## src/vss_map.svh

```systemverilog
`ifndef VSS_MAP_SVH
`define VSS_MAP_SVH

// Register byte offsets
`define VSS_OFF_CTRL      12'h000
`define VSS_OFF_RATE      12'h004
`define VSS_OFF_STATUS    12'h008
`define VSS_OFF_VID       12'h00C

// Field positions and reset values
`define VSS_CTRL_MODE_LSB 0
`define VSS_CTRL_RST      2'h0
`define VSS_RATE_RST      10'h064
`define VSS_ST_REF_LSB    8
`define VSS_ST_PG_BIT     24
`define VSS_ST_DRV_BIT    25

// Levels in 6.25mV steps
`define VSS_BOOT_LEVEL    9'h0B0
`define VSS_NOLOAD_CODE   5'h1F

// Timing
`define VSS_CLK_KHZ       40000
`define VSS_T_INIT_NS     1100000
`define VSS_T_HOLD_NS     93000
`define VSS_T_PGD_NS      93000
`define VSS_T_ZERO_I_NS   35
`define VSS_T_BLANK_NS    20
`define VSS_STEP_NS_KOHM  50
`define VSS_VID_CLK_KHZ   5500
`define VSS_VID_SAMPLES   3
`define VSS_CYC_MIN(ns)   (((ns) * (`VSS_CLK_KHZ / 1000) + 999) / 1000)

`endif

```

## src/vss_pkg.sv

```systemverilog
package vss_pkg;

    typedef enum logic [6:0] {
        SQ_SHUT       = 7'b0000001,
        SQ_INIT       = 7'b0000010,
        SQ_RAMP_BOOT  = 7'b0000100,
        SQ_BOOT_HOLD  = 7'b0001000,
        SQ_RAMP_FINAL = 7'b0010000,
        SQ_PG_DELAY   = 7'b0100000,
        SQ_RUN        = 7'b1000000
    } vss_seq_t;

    typedef enum logic [4:0] {
        DT_OFF     = 5'b00001,
        DT_LS_ON   = 5'b00010,
        DT_LS_FALL = 5'b00100,
        DT_HS_ON   = 5'b01000,
        DT_HS_FALL = 5'b10000
    } vss_dt_t;

    typedef enum logic [1:0] {
        MODE_VR   = 2'h0,
        MODE_AMD5 = 2'h1,
        MODE_AMD6 = 2'h2
    } vss_mode_t;

endpackage

```

## src/vss_top.sv

```systemverilog
`timescale 1ns/1ps
`default_nettype none
`include "vss_map.svh"

module vss_top #(
    parameter int INIT_CYCLES = `VSS_CYC_MIN(`VSS_T_INIT_NS)
) (
    // Clock and reset
    input  wire logic             CLOCK,
    input  wire logic             RESETN,
    // APB slave
    input  wire logic             PSEL,
    input  wire logic             PENABLE,
    input  wire logic             PWRITE,
    input  wire logic [11:0]      PADDR,
    input  wire logic [31:0]      PWDATA,
    output logic      [31:0]      PRDATA,
    output logic                  PREADY,
    output logic                  PSLVERR,
    // Supply, enable and feedback comparators
    input  wire logic             BIAS_POR_OK,
    input  wire logic             DRIVER_SUPPLY_POR_OK,
    input  wire logic             ENABLE_ABOVE,
    input  wire logic             FEEDBACK_NODE_ABOVE_REF,
    input  wire logic             SENSED_OUTPUT_IN_WINDOW,
    // Voltage identification from processor and table decoder
    input  wire logic [7:0]       VOLTAGE_ID_CODE,
    input  wire logic [8:0]       VOLTAGE_ID_LEVEL,
    // Switching stage
    input  wire logic             PWM,
    input  wire logic             SW_NODE_AT_THRESH,
    input  wire logic             LOW_GATE_BELOW,
    input  wire logic             HIGH_GATE_NEAR_SW,
    input  wire logic             SW_NODE_BELOW,
    output logic                  HIGH_SIDE_GATE,
    output logic                  LOW_SIDE_GATE,
    // Sequencer outputs
    output logic      [8:0]       REF_DAC,
    output logic                  POWER_GOOD,
    output logic                  DRIVERS_ON
);
    import vss_pkg::*;

    localparam int HOLD_CYCLES  = `VSS_CYC_MIN(`VSS_T_HOLD_NS);
    localparam int PGD_CYCLES   = `VSS_CYC_MIN(`VSS_T_PGD_NS);
    localparam int ZERO_I_CYC   = `VSS_CYC_MIN(`VSS_T_ZERO_I_NS);
    localparam int BLANK_CYC    = `VSS_CYC_MIN(`VSS_T_BLANK_NS);
    localparam int STEP_PER_K   = `VSS_CYC_MIN(`VSS_STEP_NS_KOHM);
    localparam int VID_DIV      = `VSS_CLK_KHZ / `VSS_VID_CLK_KHZ;
    localparam int NCOMP        = 9;

    logic [NCOMP-1:0] comp_raw;
    logic [NCOMP-1:0] comp_meta;
    logic [NCOMP-1:0] comp_s;
    logic             bias_ok;
    logic             drv_ok;
    logic             en_ok;
    logic             fb_above;
    logic             in_window;
    logic             sw_at;
    logic             lsg_below;
    logic             hsg_near;
    logic             sw_below;
    vss_mode_t        mode;
    logic [9:0]       rate_kohm;
    vss_seq_t         seq;
    vss_dt_t          dt;
    logic [15:0]      dly_cnt;
    logic [8:0]       target;
    logic [11:0]      step_cnt;
    logic             ss_tick;
    logic             ramping;
    logic [2:0]       vid_div_cnt;
    logic             vid_tick;
    logic [7:0]       vid_s1;
    logic [7:0]       vid_s2;
    logic [7:0]       vid_stable;
    logic [8:0]       lvl_stable;
    logic             qual;
    logic             start_ok;
    logic             is_amd;
    logic             drv_latch;
    logic [1:0]       blank_cnt;
    logic [1:0]       zi_cnt;
    logic             release_hs;
    logic             apb_wr;
    logic             apb_setup;
    logic             addr_ok;

    // Comparators are asynchronous to the clock, so each passes two flops
    assign comp_raw = {BIAS_POR_OK, DRIVER_SUPPLY_POR_OK, ENABLE_ABOVE,
                       FEEDBACK_NODE_ABOVE_REF, SENSED_OUTPUT_IN_WINDOW,
                       SW_NODE_AT_THRESH, LOW_GATE_BELOW, HIGH_GATE_NEAR_SW,
                       SW_NODE_BELOW};
    genvar gi;
    generate
        for (gi = 0; gi < NCOMP; gi++) begin : g_sync
            always_ff @(posedge CLOCK or negedge RESETN) begin
                if (!RESETN) begin
                    comp_meta[gi] <= 1'b0;
                    comp_s[gi]    <= 1'b0;
                end else begin
                    comp_meta[gi] <= comp_raw[gi];
                    comp_s[gi]    <= comp_meta[gi];
                end
            end
        end
    endgenerate
    assign {bias_ok, drv_ok, en_ok, fb_above, in_window,
            sw_at, lsg_below, hsg_near, sw_below} = comp_s;

    // Start qualifiers; enable hysteresis lives in the analog comparator
    assign is_amd   = (mode == MODE_AMD5) || (mode == MODE_AMD6);
    assign qual     = bias_ok && drv_ok && en_ok;
    assign start_ok = qual && !((mode == MODE_AMD5) &&
                      (vid_stable[4:0] == `VSS_NOLOAD_CODE));

    // Sampling clock for code validation, CLOCK divided by 7 (about 5.7MHz) as an enable pulse
    always_ff @(posedge CLOCK or negedge RESETN) begin
        if (!RESETN) begin
            vid_div_cnt <= 3'h0;
        end else if (vid_div_cnt == 3'(VID_DIV - 1)) begin
            vid_div_cnt <= 3'h0;
        end else begin
            vid_div_cnt <= vid_div_cnt + 3'h1;
        end
    end
    assign vid_tick = (vid_div_cnt == 3'h0);

    // A code counts only after three identical consecutive samples
    always_ff @(posedge CLOCK or negedge RESETN) begin
        if (!RESETN) begin
            vid_s1     <= 8'h00;
            vid_s2     <= 8'h00;
            vid_stable <= 8'h00;
            lvl_stable <= 9'h000;
        end else if (vid_tick) begin
            vid_s1 <= VOLTAGE_ID_CODE;
            vid_s2 <= vid_s1;
            if (VOLTAGE_ID_CODE == vid_s1 && vid_s1 == vid_s2) begin
                vid_stable <= VOLTAGE_ID_CODE;
                lvl_stable <= VOLTAGE_ID_LEVEL;
            end
        end
    end

    // Soft-start oscillator: one step per rate_kohm * 50ns
    assign ramping = (seq == SQ_RAMP_BOOT) || (seq == SQ_RAMP_FINAL);
    always_ff @(posedge CLOCK or negedge RESETN) begin
        if (!RESETN) begin
            step_cnt <= 12'h000;
        end else if (!ramping || ss_tick) begin
            step_cnt <= 12'(rate_kohm * STEP_PER_K);
        end else begin
            step_cnt <= step_cnt - 12'h001;
        end
    end
    assign ss_tick = ramping && (step_cnt <= 12'h001);

    // Soft-start sequencer
    always_ff @(posedge CLOCK or negedge RESETN) begin
        if (!RESETN) begin
            seq     <= SQ_SHUT;
            dly_cnt <= 16'h0000;
            target  <= 9'h000;
            REF_DAC <= 9'h000;
        end else if (!qual) begin
            seq     <= SQ_SHUT;
            dly_cnt <= 16'h0000;
            REF_DAC <= 9'h000;
        end else begin
            case (seq)
                SQ_SHUT: begin
                    REF_DAC <= 9'h000;
                    dly_cnt <= 16'h0000;
                    if (start_ok) begin
                        seq    <= SQ_INIT;
                        target <= is_amd ? lvl_stable : `VSS_BOOT_LEVEL;
                    end
                end
                SQ_INIT: begin
                    dly_cnt <= dly_cnt + 16'h0001;
                    if (dly_cnt == 16'(INIT_CYCLES - 1)) begin
                        dly_cnt <= 16'h0000;
                        seq     <= is_amd ? SQ_RAMP_FINAL : SQ_RAMP_BOOT;
                    end
                end
                SQ_RAMP_BOOT, SQ_RAMP_FINAL: begin
                    if (REF_DAC == target) begin
                        dly_cnt <= 16'h0000;
                        if (seq == SQ_RAMP_BOOT) begin
                            seq <= SQ_BOOT_HOLD;
                        end else begin
                            seq <= is_amd ? SQ_RUN : SQ_PG_DELAY;
                        end
                    end else if (ss_tick) begin
                        // One 6.25mV step either way
                        if (REF_DAC < target) begin
                            REF_DAC <= REF_DAC + 9'h001;
                        end else begin
                            REF_DAC <= REF_DAC - 9'h001;
                        end
                    end
                end
                SQ_BOOT_HOLD: begin
                    // An invalid code keeps the boot level and is re-checked
                    if (dly_cnt == 16'(HOLD_CYCLES - 1)) begin
                        if (lvl_stable != 9'h000) begin
                            target <= lvl_stable;
                            seq    <= SQ_RAMP_FINAL;
                            dly_cnt <= 16'h0000;
                        end
                    end else begin
                        dly_cnt <= dly_cnt + 16'h0001;
                    end
                end
                SQ_PG_DELAY: begin
                    dly_cnt <= dly_cnt + 16'h0001;
                    if (dly_cnt == 16'(PGD_CYCLES - 1)) begin
                        seq <= SQ_RUN;
                    end
                end
                SQ_RUN: begin
                    seq <= SQ_RUN;
                end
                default: begin
                    seq <= SQ_SHUT;
                end
            endcase
        end
    end

    // Pre-biased start: drivers stay off until reference passes feedback
    always_ff @(posedge CLOCK or negedge RESETN) begin
        if (!RESETN) begin
            drv_latch <= 1'b0;
        end else if (seq == SQ_SHUT || seq == SQ_INIT) begin
            drv_latch <= 1'b0;
        end else if (!fb_above) begin
            drv_latch <= 1'b1;
        end
    end

    // Soft-start end enables drivers regardless of a high pre-charge
    always_ff @(posedge CLOCK or negedge RESETN) begin
        if (!RESETN) begin
            DRIVERS_ON <= 1'b0;
            POWER_GOOD <= 1'b0;
        end else begin
            DRIVERS_ON <= qual && (drv_latch || seq == SQ_PG_DELAY ||
                          seq == SQ_RUN);
            if (is_amd) begin
                POWER_GOOD <= qual && (seq == SQ_RUN) && in_window;
            end else begin
                POWER_GOOD <= qual && (seq == SQ_RUN);
            end
        end
    end

    // High gate release: switch node after blanking, or zero-current timeout
    assign release_hs = ((blank_cnt == 2'h0) && sw_at) ||
                        (zi_cnt == 2'(ZERO_I_CYC));

    // Dead-time hand-off between the two gates
    always_ff @(posedge CLOCK or negedge RESETN) begin
        if (!RESETN) begin
            dt        <= DT_OFF;
            blank_cnt <= 2'h0;
            zi_cnt    <= 2'h0;
        end else if (!DRIVERS_ON) begin
            dt <= DT_OFF;
        end else begin
            case (dt)
                DT_OFF: begin
                    dt <= DT_HS_FALL;
                end
                DT_LS_ON: begin
                    if (PWM) begin
                        dt        <= DT_LS_FALL;
                        blank_cnt <= 2'(BLANK_CYC);
                        zi_cnt    <= 2'h0;
                    end
                end
                DT_LS_FALL: begin
                    if (blank_cnt != 2'h0) begin
                        blank_cnt <= blank_cnt - 2'h1;
                    end
                    if (lsg_below && zi_cnt != 2'(ZERO_I_CYC)) begin
                        zi_cnt <= zi_cnt + 2'h1;
                    end
                    if (!PWM) begin
                        dt <= DT_HS_FALL;
                    end else if (release_hs) begin
                        dt <= DT_HS_ON;
                    end
                end
                DT_HS_ON: begin
                    if (!PWM) begin
                        dt <= DT_HS_FALL;
                    end
                end
                DT_HS_FALL: begin
                    if (hsg_near || sw_below) begin
                        dt <= DT_LS_ON;
                    end
                end
                default: begin
                    dt <= DT_OFF;
                end
            endcase
        end
    end
    assign HIGH_SIDE_GATE = (dt == DT_HS_ON);
    assign LOW_SIDE_GATE  = (dt == DT_LS_ON);

    // APB slave: zero wait states, read data captured in the setup cycle
    assign apb_setup = PSEL && !PENABLE;
    assign apb_wr    = PSEL && PENABLE && PWRITE;
    assign addr_ok   = (PADDR == `VSS_OFF_CTRL) || (PADDR == `VSS_OFF_RATE) ||
                       (PADDR == `VSS_OFF_STATUS) || (PADDR == `VSS_OFF_VID);
    assign PREADY    = 1'b1;
    assign PSLVERR   = PSEL && PENABLE && !addr_ok;

    // Control registers; mode takes effect at once, also in the middle of a sequence
    always_ff @(posedge CLOCK or negedge RESETN) begin
        if (!RESETN) begin
            mode      <= vss_mode_t'(`VSS_CTRL_RST);
            rate_kohm <= `VSS_RATE_RST;
        end else if (apb_wr && PADDR == `VSS_OFF_CTRL) begin
            mode <= vss_mode_t'(PWDATA[`VSS_CTRL_MODE_LSB +: 2]);
        end else if (apb_wr && PADDR == `VSS_OFF_RATE) begin
            rate_kohm <= PWDATA[9:0];
        end
    end

    // Read mux
    always_ff @(posedge CLOCK or negedge RESETN) begin
        if (!RESETN) begin
            PRDATA <= 32'h0000_0000;
        end else if (apb_setup) begin
            case (PADDR)
                `VSS_OFF_CTRL:   PRDATA <= {30'h0, mode};
                `VSS_OFF_RATE:   PRDATA <= {22'h0, rate_kohm};
                `VSS_OFF_STATUS: PRDATA <= {6'h0, DRIVERS_ON, POWER_GOOD, 7'h00,
                                            REF_DAC, 1'b0, seq};
                `VSS_OFF_VID:    PRDATA <= {15'h0, lvl_stable, vid_stable};
                default:         PRDATA <= 32'h0000_0000;
            endcase
        end
    end

    // Checks
    chk_shut_gates: assert property (@(posedge CLOCK) disable iff (!RESETN)
        (seq == SQ_SHUT) |=> !HIGH_SIDE_GATE && !LOW_SIDE_GATE)
        else $error("gate driven in shutdown");
    chk_qual_drop: assert property (@(posedge CLOCK) disable iff (!RESETN)
        !qual |=> (seq == SQ_SHUT) ##1 !DRIVERS_ON)
        else $error("no shutdown after qualifier loss");
    chk_noload_hold: assert property (@(posedge CLOCK) disable iff (!RESETN)
        (seq == SQ_SHUT && mode == MODE_AMD5 &&
         vid_stable[4:0] == `VSS_NOLOAD_CODE) |=> (seq == SQ_SHUT))
        else $error("started on no-load code");
    chk_start_now: assert property (@(posedge CLOCK) disable iff (!RESETN)
        (seq == SQ_SHUT && qual && mode != MODE_AMD5) |=> (seq == SQ_INIT))
        else $error("soft-start not begun");
    chk_hs_release: assert property (@(posedge CLOCK) disable iff (!RESETN)
        $rose(HIGH_SIDE_GATE) |-> $past(dt) == DT_LS_FALL && $past(release_hs)
        && $past(blank_cnt == 2'h0 && sw_at || zi_cnt == 2'(ZERO_I_CYC)))
        else $error("high gate released early");
    chk_blanking: assert property (@(posedge CLOCK) disable iff (!RESETN)
        (dt == DT_LS_ON && PWM && DRIVERS_ON) |=> !HIGH_SIDE_GATE ##1
        !HIGH_SIDE_GATE)
        else $error("blanking skipped");
    chk_ls_release: assert property (@(posedge CLOCK) disable iff (!RESETN)
        $rose(LOW_SIDE_GATE) |-> $past(dt) == DT_HS_FALL &&
        $past(hsg_near || sw_below))
        else $error("low gate released early");
    chk_ref_step: assert property (@(posedge CLOCK) disable iff (!RESETN)
        (ramping && qual && $changed(REF_DAC)) |-> (REF_DAC == $past(REF_DAC) + 9'h001
        || REF_DAC == $past(REF_DAC) - 9'h001))
        else $error("reference step not one code");
    chk_pg_window: assert property (@(posedge CLOCK) disable iff (!RESETN)
        (seq == SQ_RUN && is_amd && qual) ##1 (seq == SQ_RUN) |->
        POWER_GOOD == $past(in_window))
        else $error("power good ignores window");
    chk_prebias: assert property (@(posedge CLOCK) disable iff (!RESETN)
        (ramping && fb_above && !drv_latch) |=> !DRIVERS_ON ##1
        !HIGH_SIDE_GATE && !LOW_SIDE_GATE)
        else $error("drivers on above reference");

endmodule
`default_nettype wire

```

## config.mk

```make
export PLATFORM = sky130hd
export DESIGN_NAME = vss_top
export DESIGN_NICKNAME = d
export VERILOG_FILES = /design/src/vss_pkg.sv /design/src/vss_top.sv
export VERILOG_INCLUDE_DIRS = /design/src /design/src/src
export SDC_FILE = /design/constraint.sdc
export NUM_CORES = 1
export LEC_CHECK = 0
export BUFFER_PORTS_ARGS = -buffer_cell sky130_fd_sc_hd__buf_4
export CAP_MARGIN = 40
export CORE_MARGIN = 2
export CORE_UTILIZATION = 45
export DETAILED_ROUTE_END_ITERATION = 8
export PLACE_DENSITY = 0.66
export REMOVE_ABC_BUFFERS = 1
export SETUP_SLACK_MARGIN = 0.1
export SLEW_MARGIN = 20
export SYNTH_ARGS = -nofsm -noshare
export SYNTH_HDL_FRONTEND = slang
export SYNTH_SLANG_ARGS = --single-unit
```

## constraint.sdc

```tcl
create_clock -name CLOCK -period 7 [get_ports CLOCK]
set_input_delay 2.1 -clock CLOCK [delete_from_list [all_inputs] [get_ports CLOCK]]
set_output_delay 2.1 -clock CLOCK [all_outputs]
set_load 0.01 [all_outputs]
```

* Word-level counts from Yosys, hierarchy flattened
Index checks and enable logic that the tools add are counted.
** Word-level totals
- Memory bits (read-only) :: 0
- Memories :: 0
- Word-level logic and storage cells :: 190
- Input bits :: 76
- Bits in latches :: 0
- Bits in registers :: 163
- RAM bits :: 0
** Operators by class
- Reduce and logical (&&, ||, !) cells :: 49
- Mux-type cells :: 46
- Divide/modulo/power cells :: 0
- Bitwise operators :: 1
- $mul :: 0
- Equality and inequality tests :: 48
- $lt $le $gt $ge :: 2
- Shift-type cells :: 0
- $add $sub $neg :: 7
** Operators by type and width (number)
- $pmux 26 s4 :: 1
- $mux 16 :: 5
- $pmux 16 s5 :: 1
- $mux 9 :: 8
- $mux 7 :: 9
- $pmux 7 s6 :: 1
- $pmux 9 s2 :: 2
- $mux 5 :: 7
- $ne 3x3->1 const B :: 11
- $pmux 5 s5 :: 1
- $eq 12x4->1 const B :: 2
- $logic_and 1x1->1 :: 17
- $add 16x1->16 const B :: 1
- $eq 16x12->1 const B :: 1
- $eq 16x16->1 const B :: 1
- $eq 8x8->1 :: 2
- $ne 2x2->1 const B :: 7
- $eq 12x3->1 const B :: 1
- $le 12x1->1 const B :: 1
- $logic_not 12->1 :: 1
- $mux 12 :: 1
- $reduce_and 4->1 :: 3
- $sub 12x1->12 const B :: 1
- $logic_or 1x1->1 :: 11
- 41 further kinds :: 57

* Depth between registers and ports, before layout
- Depth after elaboration :: 7
- Gate-level depth with buffers :: 13
- Gate-level depth less buffers :: 13

* Least setup slack after synthesis
No wires, ideal clock.
- Kind :: input to output
- Start point :: input PADDR[1]
- End point :: output PSLVERR
- Required time :: 4.900 ns
- Buffers on the path :: 1
- Arrival :: 2.872 ns
- Slack :: 2.028 ns
- Cell stages on the path :: 4
- Path through :: nor4_1 > nand3_1 > clkbuf_1 > and3_1
** On the way
- Longest elaborated chain between the ends :: 6
- Elaborated cells on any way between the ends :: 9
- Classes of those cells :: 3 x eq/ne; 6 x reduce/logical
** RTL lines
- start: declaration :: RTL line vss_top.sv:15 : input wire logic [11:0] PADDR,
- $eq 12x3->1 / $logic_not 12->1 (equally long branches)
- $logic_or 1x1->1 (2 in series) :: RTL line vss_top.sv:319 : assign addr_ok = (PADDR == `VSS_OFF_CTRL) || (PADDR == `VSS_OFF_RATE) ||
- $logic_or 1x1->1 (*) :: RTL line vss_top.sv:319
- $logic_not 1->1 (*) :: RTL line vss_top.sv:322 : assign PSLVERR = PSEL && PENABLE && !addr_ok;
- $logic_and 1x1->1 (*) :: RTL line vss_top.sv:322
- end: declaration :: RTL line vss_top.sv:19 : output logic PSLVERR,
Mark *: on every way between the ends. The rest lies on a longest branch, timed or not.

* Worst setup path after layout
- Start point :: input PADDR[11]
- End point :: output PSLVERR
Same word-level chain as after synthesis.

==> out/metrics.cfg <==
[global_routing]
grt_pass1_wl_mm = 29.1
overflow = 0
grt_pass1_vias = 5791
grt_max_degree = 63
grt_antenna_before_repair = 0
grtUsageTotal = 0.201

[cts]
cts.htree.levels = 4
clk_pin_slew_ns = 0.06
cts_tree = done
hold_buffers = 0
clock-sinks = 150
cts_setup_buffers = 0
cts_buffer_depth = 2
clkLatencyLatePin_ns = 0.45
cts_root_buf = clkbuf_16
post_cts_resize_count = 0
numCtsBuffers = 17

[pwr]
vdd_drop_max_mv = 0.168
powerDensity_nw_per_um2 = 210
leakagePower_nw = 4.35

[layout]
fillCellCount = 1514
layout-drive-gt1-share = 0.227
fin_area_um2 = 9230
finalNonFillerCells = 1061
diodes = 0
fin_nets = 923
syn_to_final_growth_pct = 18.6

[die]
start_util = 0.455
dieArea_um2 = 18400
die_width_um = 136
die_h_um = 136
core_um2 = 17100
io_pins = 123
row_count = 48

[detailed_routing]
drt_pass1_iterations = 4
antenna_left = 0
drt_iter0_markers = 402
wl_mm = 17.3
route.detailed.drc = 0
vias_per_cell = 5.48
dr_total_vias = 5817
wl_per_cell_um = 16.3

[worst_setup_path]
path_buf_inv = 2
cp-start-kind = input pin
arrival_ns = 3.36
worstPathMaxFanout = 11
cp.required_ns = 4.90
end_kind = output pin
critPathSlowestCell = nand3_1
crit_chain = buf_4 -> nor4_1 -> nand3_1 -> and3_1 -> buf_4
crit_type = in -> out
cp_top_family = simple AND/OR/NAND/NOR gates
crit_top_cell = buf_4
cp_slowest_stage_delay_ns = 0.41

[run]
max-cap-violations = 0

[sta]
grt_setup_unrepaired = false
drv_slew = 0
final.setup.tns_ns = 0
skew_ns = 0.0277
slew-limit-headroom = 0.463
finalSetupViolCount = 0
layout_min_cycle_time_ns = 5.46
hold_viol_final = 0
worst_slew_pin_slew_ns = 0.785
setup_slack_ns = 1.54
finalCritPeriodShare = 0.781
fmax_ghz = 0.183

[run_status]
status = finished, final reports clean

[placed_design]
io_buffers = 86
dp_hpwl_mm = 12.4
dp_cells = 1029
place_ws_ns = 1.53
placed_area_um2 = 8600
globalplace.congestion = 0.832

[synthesis]
synth_cell_types = 81
yosys_warnings = 0
synth_edf_count = 0
synth_area_um2 = 7780
avgSynthCellArea_um2 = 10.5
synth_seq_cells = 150
synth-main-ff-cell = dfrtp_1
syn_inst = 741
async_reset_ff_frac = 1.00
ys_seq_area_frac = 0.483

[hold_path]
hold_class = reg -> reg

flip-flops by register name, indices dropped and copies added, names as in the netlist, 2 cells and up:
name and flops:
lvl_stable 9, target 9, dt 5, PRDATA 19
vid_s2 8, mode 2, vid_div_cnt 3, comp_meta 9
vid_stable 8, REF_DAC 9, zi_cnt 2, blank_cnt 2
vid_s1 8, seq 7, rate_kohm 10, dly_cnt 16
step_cnt 12
power breakdown:
part	internal [mW]	switching (mW)	leakage [nW]
Combinational	0.0371	0.0481	2.06
Sequential	0.879	0.00783	1.98
Clock	0.586	0.381	0.305
Total	1.50	0.437	4.35
worst paths after layout:
kind	startpoint	end	slack, ns	cells past startpoint
max	PADDR[11]	PSLVERR	1.54	5
min	comp_meta[2]	lsg_below	0.34	0
max reg2reg	REF_DAC[3]	REF_DAC[8]	3.53	12
min reg2reg	comp_meta[2]	lsg_below	0.34	0
max in group asynchronous	RESETN	step_cnt[5]	4.42	2
min in group asynchronous	RESETN	lvl_stable[4]	1.54	1
per-stage QoR:
step | hold WS (ns) | utilization | power [mW]
3_3_place_gp | 0.332 | 0.499 | 0.986
6_report | 0.336 | 0.539 | 1.94
3_5_place_dp | 0.336 | 0.503 | 0.990
5_1_grt | 0.356 | 0.539 | 2.01
4_1_cts | 0.349 | 0.539 | 1.95
2_1_floorplan | 0.331 | - | 0.931
cells in the mapped netlist, drive strengths merged (17+ instances only):
| cell | number | share of area |
|---|---|---|
| nor2 | 49 | 0.024 |
| nand3 | 30 | 0.020 |
| dfrtp | 145 | 0.47 |
| ha | 23 | 0.037 |
| mux2i | 29 | 0.037 |
| nor3 | 22 | 0.017 |
| mux2 | 47 | 0.068 |
| inv | 33 | 0.016 |
| nand2 | 60 | 0.029 |
| o21ai | 34 | 0.022 |
| buf | 31 | 0.024 |
| or3 | 17 | 0.014 |
| a21oi | 43 | 0.028 |
layout by cell type (no fill, tap or decap), types with 3 or more instances in the layout:
cell and instances:
or3_1 17, bufinv_16 3, and3_1 13, a211oi_1 7, a211o_1 5, mux2i_1 29, o21bai_1 3, a31oi_1 7
o21ai_0 24, xnor2_1 12, clkinv_4 7, dfstp_2 5, nor2_1 48, inv_1 33, nand3_1 29, nand2_1 59
xor2_1 8, buf_4 90, ha_1 23, o21ai_1 10, o31ai_1 11, dfrtp_1 145, mux2_2 37, nand2b_1 8
conb_1 14, nor2b_1 4, nand3b_1 4, nor4_1 6, clkbuf_16 17, a21o_1 4, a22o_1 8, a21oi_1 43
nand4_1 10, o211ai_1 4, mux2_1 10, nor3_1 19
worst register-to-register path, stage by stage, from the launching register on:
cell	delay [ns]
dfrtp_1	0.45
ha_1	0.36
a21oi_1	0.15
a211oi_1	0.09
a211oi_1	0.45
inv_1	0.29
ha_1	0.41
and3_1	0.19
a21oi_1	0.16
a31oi_1	0.12
or3_1	0.33
and3b_1	0.18
o22a_1	0.17
kinds of logic (layout without fill, tap and decap cells):
family / count (synthesis) / after routing / share of synthesized area
xor gates and xnor gates: 20 / 20 / 0.0225
buffers and inverters: 76 / 159 / 0.0461
AOI/OAI and AO/OA: 148 / 148 / 0.130
DFF: 150 / 150 / 0.483
and+or+nand+nor: 243 / 243 / 0.167
adders and majority gates: 24 / 24 / 0.0396
muxes: 78 / 78 / 0.111
other: 2 / 14 / 0.000965
metal layers:
| layer | track usage | wire length [um] | vias up |
|---|---|---|---|
| met5 | 0 | 0 | - |
| met4 | 0.0694 | 227 | 0 |
| met3 | 0.0393 | 522 | 17 |
| met2 | 0.325 | 8430 | 95 |
| met1 | 0.273 | 8110 | 2887 |
| li1 | - | - | 2818 |
final cells by class:
cell class	count	area (um2)	share of cell area
Clock inverter	12	169	0.0183
Timing Repair Buffer	93	726	0.0786
Sequential cell	150	3760	0.407
Multi-Input combinational cell	527	3710	0.402
Clock buffer	20	457	0.0495
Tap cell	225	282	0.0305
Inverter	34	128	0.0138
Power figures use the tool's default switching activity.
